File: src/gbsc_params.svh
`ifndef GBSC_PARAMS_SVH
`define GBSC_PARAMS_SVH

// ****************************************
// Register addresses
// ****************************************
`define GBSC_P0_DATA_ADDR 32'hffff0d20
`define GBSC_P0_SET_ADDR 32'hffff0d24
`define GBSC_P0_CLR_ADDR 32'hffff0d28
`define GBSC_P1_DATA_ADDR 32'hffff0d30
`define GBSC_P1_SET_ADDR 32'hffff0d34
`define GBSC_P1_CLR_ADDR 32'hffff0d38
`define GBSC_P2_DATA_ADDR 32'hffff0d40
`define GBSC_P2_SET_ADDR 32'hffff0d44
`define GBSC_P2_CLR_ADDR 32'hffff0d48

// ****************************************
// Field positions and pin masks
// ****************************************
`define GBSC_IN_LSB 0
`define GBSC_OUT_LSB 16
`define GBSC_DIR_LSB 24
`define GBSC_P0_MASK 7'h1f
`define GBSC_P1_MASK 7'h03
`define GBSC_P2_MASK 7'h63
`define GBSC_P2_IN_MASK 7'h73

// ****************************************
// Reset values
// ****************************************
`define GBSC_LATCH_RST 7'h00
`define GBSC_DIR_RST 7'h00
`define GBSC_RDATA_RST 32'h0000_0000

`endif

File: src/gbsc_pkg.sv
package gbsc_pkg;

  // ****************************************
  // Register port request
  // ****************************************
  typedef struct packed {
    logic [31:0] addr;
    logic [31:0] wdata;
    logic wr;
    logic rd;
  } gbsc_req_t;

  // ****************************************
  // Module state
  // ****************************************
  typedef struct packed {
    logic [6:0] latch;
    logic [6:0] dir;
    logic [6:0] sync1;
    logic [6:0] sync2;
  } gbsc_port_st_t;

  typedef struct packed {
    logic [31:0] rdata;
  } gbsc_top_st_t;

endpackage

File: src/gbsc_port.sv
`timescale 1ns/1ps
`include "gbsc_params.svh"

module gbsc_port #(
  parameter logic [6:0] OUT_MASK = 7'h7f,
  parameter logic [6:0] IN_MASK = 7'h7f
) (
  input wire logic mclk,
  input wire logic rst,
  input wire logic set_en,
  input wire logic clr_en,
  input wire logic dat_en,
  input wire logic [6:0] wbits,
  input wire logic [6:0] wdir,
  input wire logic [6:0] pin_in,
  output logic [6:0] latch,
  output logic [6:0] oe,
  output logic [31:0] rd_word
);
  import gbsc_pkg::*;

  // ****************************************
  // State
  // ****************************************
  gbsc_port_st_t st;
  gbsc_port_st_t next_st;

  always_comb begin
    next_st = st;
    next_st.sync1 = pin_in;
    next_st.sync2 = st.sync1;
    if (dat_en) begin
      next_st.latch = wbits & OUT_MASK;
      next_st.dir = wdir & OUT_MASK;
    end else if (set_en) begin
      next_st.latch = st.latch | (wbits & OUT_MASK);
    end else if (clr_en) begin
      next_st.latch = st.latch & ~(wbits & OUT_MASK);
    end
  end

  always_ff @(posedge mclk or posedge rst) begin
    if (rst) begin
      st.latch <= `GBSC_LATCH_RST;
      st.dir <= `GBSC_DIR_RST;
      st.sync1 <= 7'h00;
      st.sync2 <= 7'h00;
    end else begin
      st <= next_st;
    end
  end

  // ****************************************
  // Outputs
  // ****************************************
  assign latch = st.latch;
  assign oe = st.dir;
  assign rd_word = {1'b0, st.dir, 1'b0, st.latch, 9'h000,
    st.sync2 & IN_MASK};

endmodule

File: src/gbsc_top.sv
// Function
// - Port 0 set bits 16-20 drive pins 0-4 high.
// - Set bits written as zero leave their pins unchanged.
// - Port 1 set bits 16-17 drive pins 0-1 high.
// - Port 2 set bits 16,17,21,22 drive pins 0,1,5,6 high.
// - Port 0 clear bits 16-20 drive pins 0-4 low.
// - Clear bits written as zero leave their pins unchanged.
// - Port 1 clear bits 16-17 drive pins 0-1 low.
// - Set and clear registers are 32-bit write-only, touching only their pins.
// - Port 2 clear bits 16,17,21,22 drive pins 0,1,5,6 low.
// - Latch drives pin; data, set, clear share it; direction enables.
`timescale 1ns/1ps
`include "gbsc_params.svh"

module gbsc_top (
  input wire logic mclk,
  input wire logic rst,
  input wire gbsc_pkg::gbsc_req_t req,
  output logic [31:0] rdata,
  input wire logic [4:0] p0_in,
  output logic [4:0] p0_out,
  output logic [4:0] p0_oe,
  input wire logic [1:0] p1_in,
  output logic [1:0] p1_out,
  output logic [1:0] p1_oe,
  input wire logic [6:0] p2_in,
  output logic [6:0] p2_out,
  output logic [6:0] p2_oe
);
  import gbsc_pkg::*;

  // ****************************************
  // Address decode
  // ****************************************
  logic wr_p0d;
  logic wr_p0s;
  logic wr_p0c;
  logic wr_p1d;
  logic wr_p1s;
  logic wr_p1c;
  logic wr_p2d;
  logic wr_p2s;
  logic wr_p2c;
  logic [6:0] w_bits;
  logic [6:0] w_dir;
  logic wr_any;

  assign wr_p0d = req.wr && (req.addr == `GBSC_P0_DATA_ADDR);
  assign wr_p0s = req.wr && (req.addr == `GBSC_P0_SET_ADDR);
  assign wr_p0c = req.wr && (req.addr == `GBSC_P0_CLR_ADDR);
  assign wr_p1d = req.wr && (req.addr == `GBSC_P1_DATA_ADDR);
  assign wr_p1s = req.wr && (req.addr == `GBSC_P1_SET_ADDR);
  assign wr_p1c = req.wr && (req.addr == `GBSC_P1_CLR_ADDR);
  assign wr_p2d = req.wr && (req.addr == `GBSC_P2_DATA_ADDR);
  assign wr_p2s = req.wr && (req.addr == `GBSC_P2_SET_ADDR);
  assign wr_p2c = req.wr && (req.addr == `GBSC_P2_CLR_ADDR);
  assign wr_any = wr_p0d || wr_p0s || wr_p0c || wr_p1d || wr_p1s || wr_p1c
    || wr_p2d || wr_p2s || wr_p2c;

  // Reserved bits are masked off inside each port
  assign w_bits = req.wdata[`GBSC_OUT_LSB +: 7];
  assign w_dir = req.wdata[`GBSC_DIR_LSB +: 7];

  // ****************************************
  // Port instances
  // ****************************************
  logic [6:0] l0;
  logic [6:0] l1;
  logic [6:0] l2;
  logic [6:0] e0;
  logic [6:0] e1;
  logic [6:0] e2;
  logic [31:0] rw0;
  logic [31:0] rw1;
  logic [31:0] rw2;

  gbsc_port #(
    .OUT_MASK(`GBSC_P0_MASK),
    .IN_MASK(`GBSC_P0_MASK)
  ) u_port0 (
    .mclk(mclk),
    .rst(rst),
    .set_en(wr_p0s),
    .clr_en(wr_p0c),
    .dat_en(wr_p0d),
    .wbits(w_bits),
    .wdir(w_dir),
    .pin_in({2'b00, p0_in}),
    .latch(l0),
    .oe(e0),
    .rd_word(rw0)
  );

  gbsc_port #(
    .OUT_MASK(`GBSC_P1_MASK),
    .IN_MASK(`GBSC_P1_MASK)
  ) u_port1 (
    .mclk(mclk),
    .rst(rst),
    .set_en(wr_p1s),
    .clr_en(wr_p1c),
    .dat_en(wr_p1d),
    .wbits(w_bits),
    .wdir(w_dir),
    .pin_in({5'h00, p1_in}),
    .latch(l1),
    .oe(e1),
    .rd_word(rw1)
  );

  gbsc_port #(
    .OUT_MASK(`GBSC_P2_MASK),
    .IN_MASK(`GBSC_P2_IN_MASK)
  ) u_port2 (
    .mclk(mclk),
    .rst(rst),
    .set_en(wr_p2s),
    .clr_en(wr_p2c),
    .dat_en(wr_p2d),
    .wbits(w_bits),
    .wdir(w_dir),
    .pin_in(p2_in),
    .latch(l2),
    .oe(e2),
    .rd_word(rw2)
  );

  // ****************************************
  // Pin outputs
  // ****************************************
  assign p0_out = l0[4:0];
  assign p0_oe = e0[4:0];
  assign p1_out = l1[1:0];
  assign p1_oe = e1[1:0];
  assign p2_out = l2;
  assign p2_oe = e2;

  // ****************************************
  // Read path
  // ****************************************
  gbsc_top_st_t st;
  gbsc_top_st_t next_st;

  always_comb begin
    next_st = st;
    next_st.rdata = 32'h0000_0000;
    if (req.rd) begin
      case (req.addr)
        `GBSC_P0_DATA_ADDR: next_st.rdata = rw0;
        `GBSC_P1_DATA_ADDR: next_st.rdata = rw1;
        `GBSC_P2_DATA_ADDR: next_st.rdata = rw2;
        `GBSC_P0_SET_ADDR,
        `GBSC_P0_CLR_ADDR,
        `GBSC_P1_SET_ADDR,
        `GBSC_P1_CLR_ADDR,
        `GBSC_P2_SET_ADDR,
        `GBSC_P2_CLR_ADDR: begin
          next_st.rdata = 32'h0000_0000;
        end
        default: next_st.rdata = 32'h0000_0000;
      endcase
    end
  end

  always_ff @(posedge mclk or posedge rst) begin
    if (rst) begin
      st.rdata <= `GBSC_RDATA_RST;
    end else begin
      st <= next_st;
    end
  end

  assign rdata = st.rdata;

  // ****************************************
  // Checks
  // ****************************************
  logic [31:0] h_wd;
  logic h_rd_sc;

  always_ff @(posedge mclk or posedge rst) begin
    if (rst) begin
      h_wd <= 32'h0000_0000;
      h_rd_sc <= 1'b0;
    end else begin
      h_wd <= req.wdata;
      h_rd_sc <= req.rd && (req.addr[3:0] == 4'h4 || req.addr[3:0] == 4'h8)
        && (req.addr[31:8] == 24'hffff0d);
    end
  end
endmodule

File: config.mk
export PLATFORM = sky130hd
export DESIGN_NAME = gbsc_top
export DESIGN_NICKNAME = d
export VERILOG_FILES = /design/src/gbsc_pkg.sv /design/src/gbsc_port.sv /design/src/gbsc_top.sv
export VERILOG_INCLUDE_DIRS = /design/src
export SDC_FILE = /design/constraint.sdc
export NUM_CORES = 1
export LEC_CHECK = 0
export BUFFER_PORTS_ARGS = -buffer_cell sky130_fd_sc_hd__buf_2
export CAP_MARGIN = 20
export CORE_UTILIZATION = 49
export CTS_CLUSTER_SIZE = 28
export DETAILED_ROUTE_END_ITERATION = 7
export GPL_ROUTABILITY_DRIVEN = 0
export GPL_TIMING_DRIVEN = 0
export PLACE_DENSITY_LB_ADDON = 0.1
export SLEW_MARGIN = 20
export SYNTH_ARGS = -nofsm -noshare
export SYNTH_HDL_FRONTEND = slang
export SYNTH_SLANG_ARGS = --single-unit
export TNS_END_PERCENT = 10
File: constraint.sdc
create_clock -name mclk -period 4.4 [get_ports mclk]
set_input_delay 0.44 -clock mclk [delete_from_list [all_inputs] [get_ports mclk]]
set_output_delay 0.44 -clock mclk [all_outputs]
set_load 0.01 [all_outputs]
======== Yosys cells after proc, flatten, opt, wreduce, memory -nomap -nowiden ========
Cells that the tools add are included.
word-level totals
  memories kept ........................... 0
  register bits after elaboration ......... 92
  RAM bits ................................ 0
  word-level logic and storage cells ...... 54
  memory bits (read-only) ................. 0
  output and inout port bits .............. 60
  latch bits .............................. 0
operators by class
  magnitude comparators ................... 0
  reductions and logical operators ........ 12
  bitwise gates (word level) .............. 9
  $mul .................................... 0
  equal/unequal tests ..................... 9
  mux-type cells .......................... 11
  divide/modulo/power cells ............... 0
  shifts and indexed selects .............. 0
  $add $sub $neg .......................... 0
operators by type and width
  kind                                    count
  32-bit == test (second input constant)  9
  31-bit case mux with 3 select lines     1
  7-bit 2-to-1 mux                        9
  31-bit 2-to-1 mux                       1
  7-bit AND                               3
  1-bit logical AND                       9
  3-bit nonzero test                      3
  2-bit NOT with 7-bit output             1
  5-bit NOT with 7-bit output             1
  7-bit NOT                               1
  7-bit by 2-bit OR with 7-bit output     1
  7-bit by 5-bit OR with 7-bit output     1
  7-bit OR                                1

======== Longest topological paths before layout ========
Gate-level depths: netlist (run 1).
  depth after elaboration ................. 5
  gate-level depth with buffers ........... 6
  mapped depth without buffers ............ 4

======== Hierarchy ========
A second synthesis (run 1) with hierarchy kept.
second synthesis, totals
  cell total of the unflattened synthesis .. 379
  area total of the unflattened synthesis .. 4,430.5 sq um
modules (own cells, without submodules)
  module               instances  seq. area each (sq um)  cells each  area each (sq um)
  gbsc_top             1          800.8                   183         2,154.6
  gbsc_port (u_port0)  1          500.5                   71          889.6
  gbsc_port (u_port2)  1          450.4                   67          818.3
  gbsc_port (u_port1)  1          200.2                   58          568.0

======== Least setup slack after synthesis (run 1) ========
No wires, ideal clock.
  path kind ............................... input port to flip-flop
  start point ............................. in req[37] (netlist name)
  end point ............................... reg u_port0.st, in the netlist u_port0.oe[0]
  arrival time ............................ 2,142 ps
  setup slack ............................. 2,133 ps
  data required time ...................... 4,275 ps
  buffers on the path ..................... 1
  setup time .............................. 125 ps
  stages .................................. 5
  cell sequence ........................... or4b_4 or4_1 buf_2 nor3_4 mux2_2
between the ends
  longest elaborated chain between the ends .. 2
ends and longest elaborated chain
  item                  line             source
  from (decl)           gbsc_top.sv:18   input wire gbsc_pkg::gbsc_req_t req,
  32-bit == test        -
  1-bit logical AND     gbsc_top.sv:48   assign wr_p0d = req.wr && (req.addr == `GBSC_P0_DATA_ADDR);
  to (signal assigned)  gbsc_port.sv:49  st <= next_st;
  to (decl)             gbsc_port.sv:25  gbsc_port_st_t st;
Every way passes these cells.
A chain may end at the register's enable or synchronous reset.

======== Final worst setup path (run 1) ========
  start point ............................. in req[37] (netlist name)
  end point ............................... reg, netlist name u_port2.latch[1]
between the ends
  longest elaborated chain between the ends .. 4
  elaborated cells on any way between the ends .. 9
ends and longest elaborated chain
  item                             line             source
  32-bit == test (no source line)  -
  1-bit logical AND                gbsc_top.sv:55   assign wr_p2s = req.wr && (req.addr == `GBSC_P2_SET_ADDR);
  7-bit 2-to-1 mux                 gbsc_port.sv:35  end else if (set_en) begin
  7-bit 2-to-1 mux                 gbsc_port.sv:32  if (dat_en) begin
Parallel ways exist; a longest one is shown, timed or not.

==> flow_summary_export.csv, run 1 <==
group,metric,value,unit
worst_setup_path,arrival,2.41,ns
global_routing,grt_use_total,0.214,
clock_network,cts.path.max_buffers,2,
worst_hold_path,type_of_the_tightest_min_delay_check,"in2async",
synthesis,post_synth.cell_area_avg,12.0,um2
floorplanning,floorplan.initialDensity,0.518,
synthesis,ys_seq_area_frac,0.577,
drt,detailedRoute.firstIterationViolations,139,
floorplanning,floorplan.die.height,79.0,um
place,buffer_ports.inserted,103,
floorplanning,ios,142,
place,dp.final_hpwl,4570,um
timing,rsz0062_at_grt,"false",
timing,fin_ws,2.18,ns
cells_and_area,leading_cell_type_in_the_layout_fill_and_taps_excluded,"sky130_fd_sc_hd__buf_2",
clock_network,tritoncts_clock_tree,"done",
synthesis,synthTopCellsByArea,"sky130_fd_sc_hd__dfrtp_1 (58%), sky130_fd_sc_hd__buf_4 (10%), sky130_fd_sc_hd__mux2_2 (5.4%)",
worst_setup_path,critPathCaptureType,"flop",
worst_setup_path,critPathMaxStageDelay,0.55,ns
timing,achievable-frequency,451,MHz
timing,layout_worst_path_cycle_share,0.503,
drt,drt_first_pass_iters,4,
floorplanning,die_area,0.00624,mm2
synthesis,share_of_synthesized_registers_carrying_an_async_set_or_reset,1.00,
synthesis,synth-warning-count,0,
power_and_ir_drop,leakagePower,2.02,nW
floorplanning,placement_rows,27,
worst_setup_path,path_delay_family,"simple AND/OR/NAND/NOR gates",
clock_network,cts-resized-gates,0,
synthesis,synth_enable_flop_cells,0,
timing,period_minus_slack,2.22,ns
cells_and_area,finalNonFillerCells,449,
floorplanning,coreArea,0.00561,mm2
clock_network,htree_num_levels,3,
clock_network,cts.clk_slew.worst_paths,0.08,ns
timing,hold_viol_final,0,
timing,fin_tns_setup,0,ns
worst_setup_path,path_buf_inv,2,
drt,num_vias,2231,
place,pre_cts_slack,1.84,ns
cells_and_area,area_growth_syn_to_layout,30.8,%
clock_network,cts_hold_repair.buffers,0,
global_routing,grt_first_pass_wirelength,9940,um
timing,timing_max_transition_violations_final,0,
drt,drc,0,
synthesis,ys_ff_latch,67,
drt,routed_wirelength,6230,um
cells_and_area,post-route-cell-area,0.00380,mm2
timing,clock-skew-final,0.00811,ns
worst_setup_path,worst-path-max-fanout,9,
worst_setup_path,cpMostUsedCell,"sky130_fd_sc_hd__buf_2",
cells_and_area,share_of_cells_above_drive_strength_1,0.483,
power_and_ir_drop,power.total,1.35,mW
flow_run,drv.max_cap_violation_count,0,
cells_and_area,most_frequent_cells_in_the_layout,"sky130_fd_sc_hd__buf_2 (105), sky130_fd_sc_hd__dfrtp_1 (67), sky130_fd_sc_hd__buf_4 (39)",
drt,drt-vias-per-instance,4.97,
synthesis,ys_dominant_reg_cell,"sky130_fd_sc_hd__dfrtp_1",
synthesis,synth.cell_area,0.00290,mm2
clock_network,tritoncts.num_buffers,9,
worst_setup_path,critical_path.cell_chain,"buf_2 > or4b_4 > or4_1 > buf_2 > nor2_1 > o311ai_0",
worst_setup_path,cp.required,4.59,ns
clock_network,cts_setup_buffers,0,
global_routing,initial_antenna_violation_count,0,
clock_network,cts_root_buf,"sky130_fd_sc_hd__clkbuf_8",
worst_setup_path,critical_path_source_type,"primary input",
place,total_cell_area_at_the_placement_stage,0.00360,mm2
clock_network,clk_latency,0.35,ns
floorplanning,dieWidth,79.0,um
global_routing,grt_remaining_overflow,0,
worst_setup_path,worst_path_max_delay_cell,"sky130_fd_sc_hd__or4b_4",
synthesis,post_synth_inst_count,241,
timing,relSlewSlack,0.370,
drt,post_drt_wl_per_cell,13.9,um
global_routing,grt_start_max_net_pins,47,
synthesis,yosysTopAreaCellShare,0.577,
drt,detail-route-antenna-nets,0,
place,total_instance_count_after_detailed_placement,433,
synthesis,synthDistinctLibCells,36,
worst_setup_path,ff2ff_setup_slack,3.35,ns
cells_and_area,fin_nets,454,
clock_network,clock-sinks,67,
global_routing,number_of_global_route_vias_before_repair,2090,
cells_and_area,number_of_inserted_diodes,0,
worst_setup_path,worst-setup-path-type,"in2reg",
power_and_ir_drop,power_per_cell_area,356,mW/mm2
power_and_ir_drop,peakVddDrop,0.000257,V
timing,tightest_slew,0.937,ns
cells_and_area,fillers,458,
synthesis,synth_area_leader_cell,"sky130_fd_sc_hd__dfrtp_1",
timing,finalSetupViolCount,0,
run_status,result_of_the_run,"completed",
## routing by layer
layer / vias to the layer above / wire length [um] / share of wire / GRT usage
met5: - / 0 / 0 / 0
met4: 0 / 110 / 0.018 / 0.0927
met3: 12 / 469 / 0.075 / 0.0690
met2: 96 / 3010 / 0.48 / 0.336
met1: 1038 / 2640 / 0.42 / 0.272
li1: 1085 / - / - / -
## report_power, final
group	switching [mW]	internal, mW
Sequential	0.0247	0.646
Combinational	0.0768	0.0952
Clock	0.244	0.266
Total	0.346	1.01
## logic make-up after synthesis
family | after synthesis | synth area share
AO/OA/AOI/OAI | 29 | 0.0788
multiplexers | 14 | 0.0543
other | 1 | 0.00129
AND/OR/NAND/NOR | 72 | 0.162
buffers and inverters | 58 | 0.126
flip-flops | 67 | 0.577
## stage by stage
stage | utilization | hold slack, ns
finish | 0.678 | 0.0363
global route | 0.678 | 0.0413
CTS | 0.678 | 0.0294
detailed placement | 0.642 | 0.335
global placement | 0.637 | 0.332
floorplan | - | 0.331
## layout make-up
cell class,instances,area [um2],share of cell area
Buffer,50,337,0.0886
Clock buffer,9,124,0.0326
Clock inverter,7,76.3,0.0201
Inverter,8,32.5,0.00856
Multi-Input combinational cell,132,921,0.242
Sequential cell,67,1680,0.441
Tap cell,72,90.1,0.0237
Timing Repair Buffer,104,543,0.143
## state kept, by name, indices dropped and copies added, names as in the netlist
| name | cells |
|---|---|
| rdata | 21 |
| u_port0.latch | 5 |
| u_port0.next_st | 5 |
| u_port0.oe | 5 |
| u_port0.rd_word | 5 |
| u_port1.latch | 2 |
| u_port1.next_st | 2 |
| u_port1.oe | 2 |
| u_port1.rd_word | 2 |
| u_port2.latch | 4 |
| u_port2.next_st | 5 |
| u_port2.oe | 4 |
| u_port2.rd_word | 5 |
## final timing paths
path                       cells past startpoint                from                  to
max                                            6             req[37]    u_port2.latch[1]
min                                            2                 rst  u_port2.next_st[6]
max reg2reg                                    3    u_port1.latch[1]           rdata[17]
min reg2reg                                    0  u_port2.next_st[5]  u_port2.rd_word[5]
max in group asynchronous                      3                 rst           rdata[22]
min in group mclk                              1            p2_in[4]  u_port2.next_st[4]
## synthesized netlist by cell type (2+ instances only)
cell type	number
sky130_fd_sc_hd__nor2_1	8
sky130_fd_sc_hd__dfrtp_1	67
sky130_fd_sc_hd__and4b_1	2
sky130_fd_sc_hd__nor3_1	7
sky130_fd_sc_hd__a22oi_1	4
sky130_fd_sc_hd__and3_1	9
sky130_fd_sc_hd__nor3b_1	2
sky130_fd_sc_hd__or4_1	2
sky130_fd_sc_hd__clkbuf_1	9
sky130_fd_sc_hd__inv_1	8
sky130_fd_sc_hd__nand4_1	5
sky130_fd_sc_hd__nor2b_1	3
sky130_fd_sc_hd__nand2b_1	2
sky130_fd_sc_hd__nand2_1	4
sky130_fd_sc_hd__buf_2	2
sky130_fd_sc_hd__nand4b_1	3
sky130_fd_sc_hd__a222oi_1	3
sky130_fd_sc_hd__o211ai_1	2
sky130_fd_sc_hd__mux2_2	14
sky130_fd_sc_hd__nor4_1	3
sky130_fd_sc_hd__nor3_4	2
sky130_fd_sc_hd__o21ai_0	2
sky130_fd_sc_hd__buf_4	39
sky130_fd_sc_hd__o31ai_1	11
sky130_fd_sc_hd__o311ai_0	7
sky130_fd_sc_hd__nand3_1	11
(Power assumes the default switching activity.)
==> inputs of run 2 (changes only) <==
--- a/config.mk
+++ b/config.mk
@@ -8,7 +8,7 @@
 export LEC_CHECK = 0
 export BUFFER_PORTS_ARGS = -buffer_cell sky130_fd_sc_hd__buf_2
 export CAP_MARGIN = 20
-export CORE_UTILIZATION = 49
+export CORE_UTILIZATION = 46
 export CTS_CLUSTER_SIZE = 28
 export DETAILED_ROUTE_END_ITERATION = 7
 export GPL_ROUTABILITY_DRIVEN = 0
==> constraint.sdc (replaced) <==
create_clock -name mclk -period 2.2 [get_ports mclk]
set_input_delay 0.22 -clock mclk [delete_from_list [all_inputs] [get_ports mclk]]
set_output_delay 0.22 -clock mclk [all_outputs]
set_load 0.01 [all_outputs]
==> flow_summary_export.csv, run 2 (synthesis gave the netlist of run 1 again) <==
group,metric,value,unit
clock_network,htree_num_levels,3,
floorplanning,floorplan.die.height,81.5,um
worst_setup_path,worst_path_max_delay_cell,"sky130_fd_sc_hd__nor4_1",
drt,drc,0,
worst_setup_path,critPathMaxStageDelay,0.76,ns
flow_run,drv.max_cap_violation_count,0,
clock_network,clk_latency,0.34,ns
floorplanning,placement_rows,28,
timing,tightest_slew,0.930,ns
floorplanning,die_area,0.00663,mm2
drt,num_vias,2250,
timing,clock-skew-final,0.00952,ns
cells_and_area,leading_cell_type_in_the_layout_fill_and_taps_excluded,"sky130_fd_sc_hd__buf_2",
timing,achievable-frequency,496,MHz
place,buffer_ports.inserted,103,
clock_network,tritoncts_clock_tree,"done",
timing,timing_max_transition_violations_final,0,
timing,rsz0062_at_grt,"false",
worst_setup_path,worst-setup-path-type,"in2reg",
global_routing,initial_antenna_violation_count,0,
clock_network,cts_hold_repair.buffers,13,
drt,wl_met3,433,um
floorplanning,coreArea,0.00599,mm2
worst_setup_path,critPathCaptureType,"flop",
floorplanning,floorplan.initialDensity,0.485,
timing,hold_viol_final,0,
timing,relSlewSlack,0.375,
floorplanning,ios,142,
worst_setup_path,critical_path_source_type,"primary input",
clock_network,cts.path.max_buffers,2,
timing,layout_worst_path_cycle_share,0.916,
worst_hold_path,type_of_the_tightest_min_delay_check,"in2reg",
clock_network,cts.clk_slew.worst_paths,0.08,ns
floorplanning,dieWidth,81.5,um
place,pre_cts_slack,-0.181,ns
timing,fin_ws,0.184,ns
cells_and_area,most_frequent_cells_in_the_layout,"sky130_fd_sc_hd__buf_2 (105), sky130_fd_sc_hd__dfrtp_1 (67), sky130_fd_sc_hd__buf_4 (39)",
drt,detailedRoute.firstIterationViolations,94,
cells_and_area,share_of_cells_above_drive_strength_1,0.467,
worst_setup_path,cpMostUsedCell,"sky130_fd_sc_hd__clkbuf_1",
drt,detail-route-antenna-nets,0,
global_routing,number_of_global_route_vias_before_repair,2116,
cells_and_area,fin_nets,467,
cells_and_area,largest-register,"rdata",
power_and_ir_drop,peakVddDrop,0.000475,V
drt,detail_route_met2_wl,3320,um
clock_network,cts-resized-gates,0,
cells_and_area,number_of_inserted_diodes,0,
clock_network,cts_setup_buffers,0,
clock_network,cts_root_buf,"sky130_fd_sc_hd__clkbuf_8",
cells_and_area,largest_register_ffs,21,
drt,routed_wirelength,6490,um
power_and_ir_drop,power_per_cell_area,697,mW/mm2
drt,top_layer,"met4",
timing,hold_ws,0.111,ns
global_routing,grt_use_total,0.210,
drt,drt-vias-per-instance,4.84,
drt,drt_first_pass_iters,5,
worst_setup_path,cp.required,2.42,ns
place,dp.final_hpwl,4640,um
timing,period_minus_slack,2.02,ns
global_routing,grt_remaining_overflow,0,
drt,wirelength_met1,2660,um
power_and_ir_drop,leakagePower,2.08,nW
timing,finalSetupViolCount,0,
global_routing,grt_first_pass_wirelength,10000,um
clock_network,clock-sinks,67,
worst_setup_path,arrival,2.23,ns
worst_setup_path,worst-path-max-fanout,9,
clock_network,tritoncts.num_buffers,9,
global_routing,grt_start_max_net_pins,56,
drt,post_drt_wl_per_cell,13.9,um
cells_and_area,area_growth_syn_to_layout,35.7,%
worst_setup_path,critical_path.cell_chain,"clkbuf_1 > or4b_1 > clkbuf_1 > nor4_1 > nand3_1 > o311ai_0",
run_status,result_of_the_run,"completed",
power_and_ir_drop,power.total,2.75,mW
[run 2: worst paths after layout]
kind	from	endpoint	slack [ns]	cells after the start
hold reg to reg	u_port2.next_st[0]	u_port2.rd_word[0]	0.35	0
hold / removal	req[30]	u_port0.oe[4]	0.11	2
min in group asynchronous	rst	u_port0.oe[4]	0.33	3
setup / recovery	req[38]	u_port2.latch[0]	0.18	6
max in group asynchronous	rst	u_port1.oe[1]	1.35	4
setup reg to reg	u_port1.latch[1]	rdata[17]	1.13	3
[run 2: power by group]
part           internal, mW  switching, mW  total (mW)  leakage, nW
clock                 0.566          0.484        1.05        0.108
sequential             1.29         0.0480        1.34        0.844
combinational         0.205          0.154       0.359         1.13
total                  2.06          0.685        2.75         2.08
[run 2: per-layer routing]
layer / vias to the layer above / global-route usage
met3: 7 / 0.0689
li1: 1111 / -
met2: 79 / 0.341
met1: 1053 / 0.261
met5: - / 0
met4: 0 / 0.0804
[run 2: cell type report]
class                           instances  area, um2
Buffer                                 50        337
Clock buffer                           10        138
Clock inverter                          6       70.1
Fill cell                             489       2050
Inverter                                8       32.5
Multi-Input combinational cell        132        921
Sequential cell                        67       1680
Tap cell                               75       93.8
Timing Repair Buffer                  117        673
[run 2: per-stage QoR]
step | cell area (um2) | std cells | TNS (ns) | utilization
2_1_floorplan | 2960 | 257 | 0 | -
5_1_grt | 3940 | 465 | 0 | 0.658
4_1_cts | 3940 | 465 | 0 | 0.658
6_report | 3940 | 465 | 0 | 0.658
3_3_place_gp | 3570 | 435 | -29.81 | 0.596
3_5_place_dp | 3600 | 436 | -3.21 | 0.602
[run 2: worst max-delay path: cells and delay by family]
family / cells / cell delay (ns)
AOI/OAI and AO/OA: 1 / 0.12
buffers and inverters: 2 / 0.44
and+or+nand+nor: 3 / 1.45
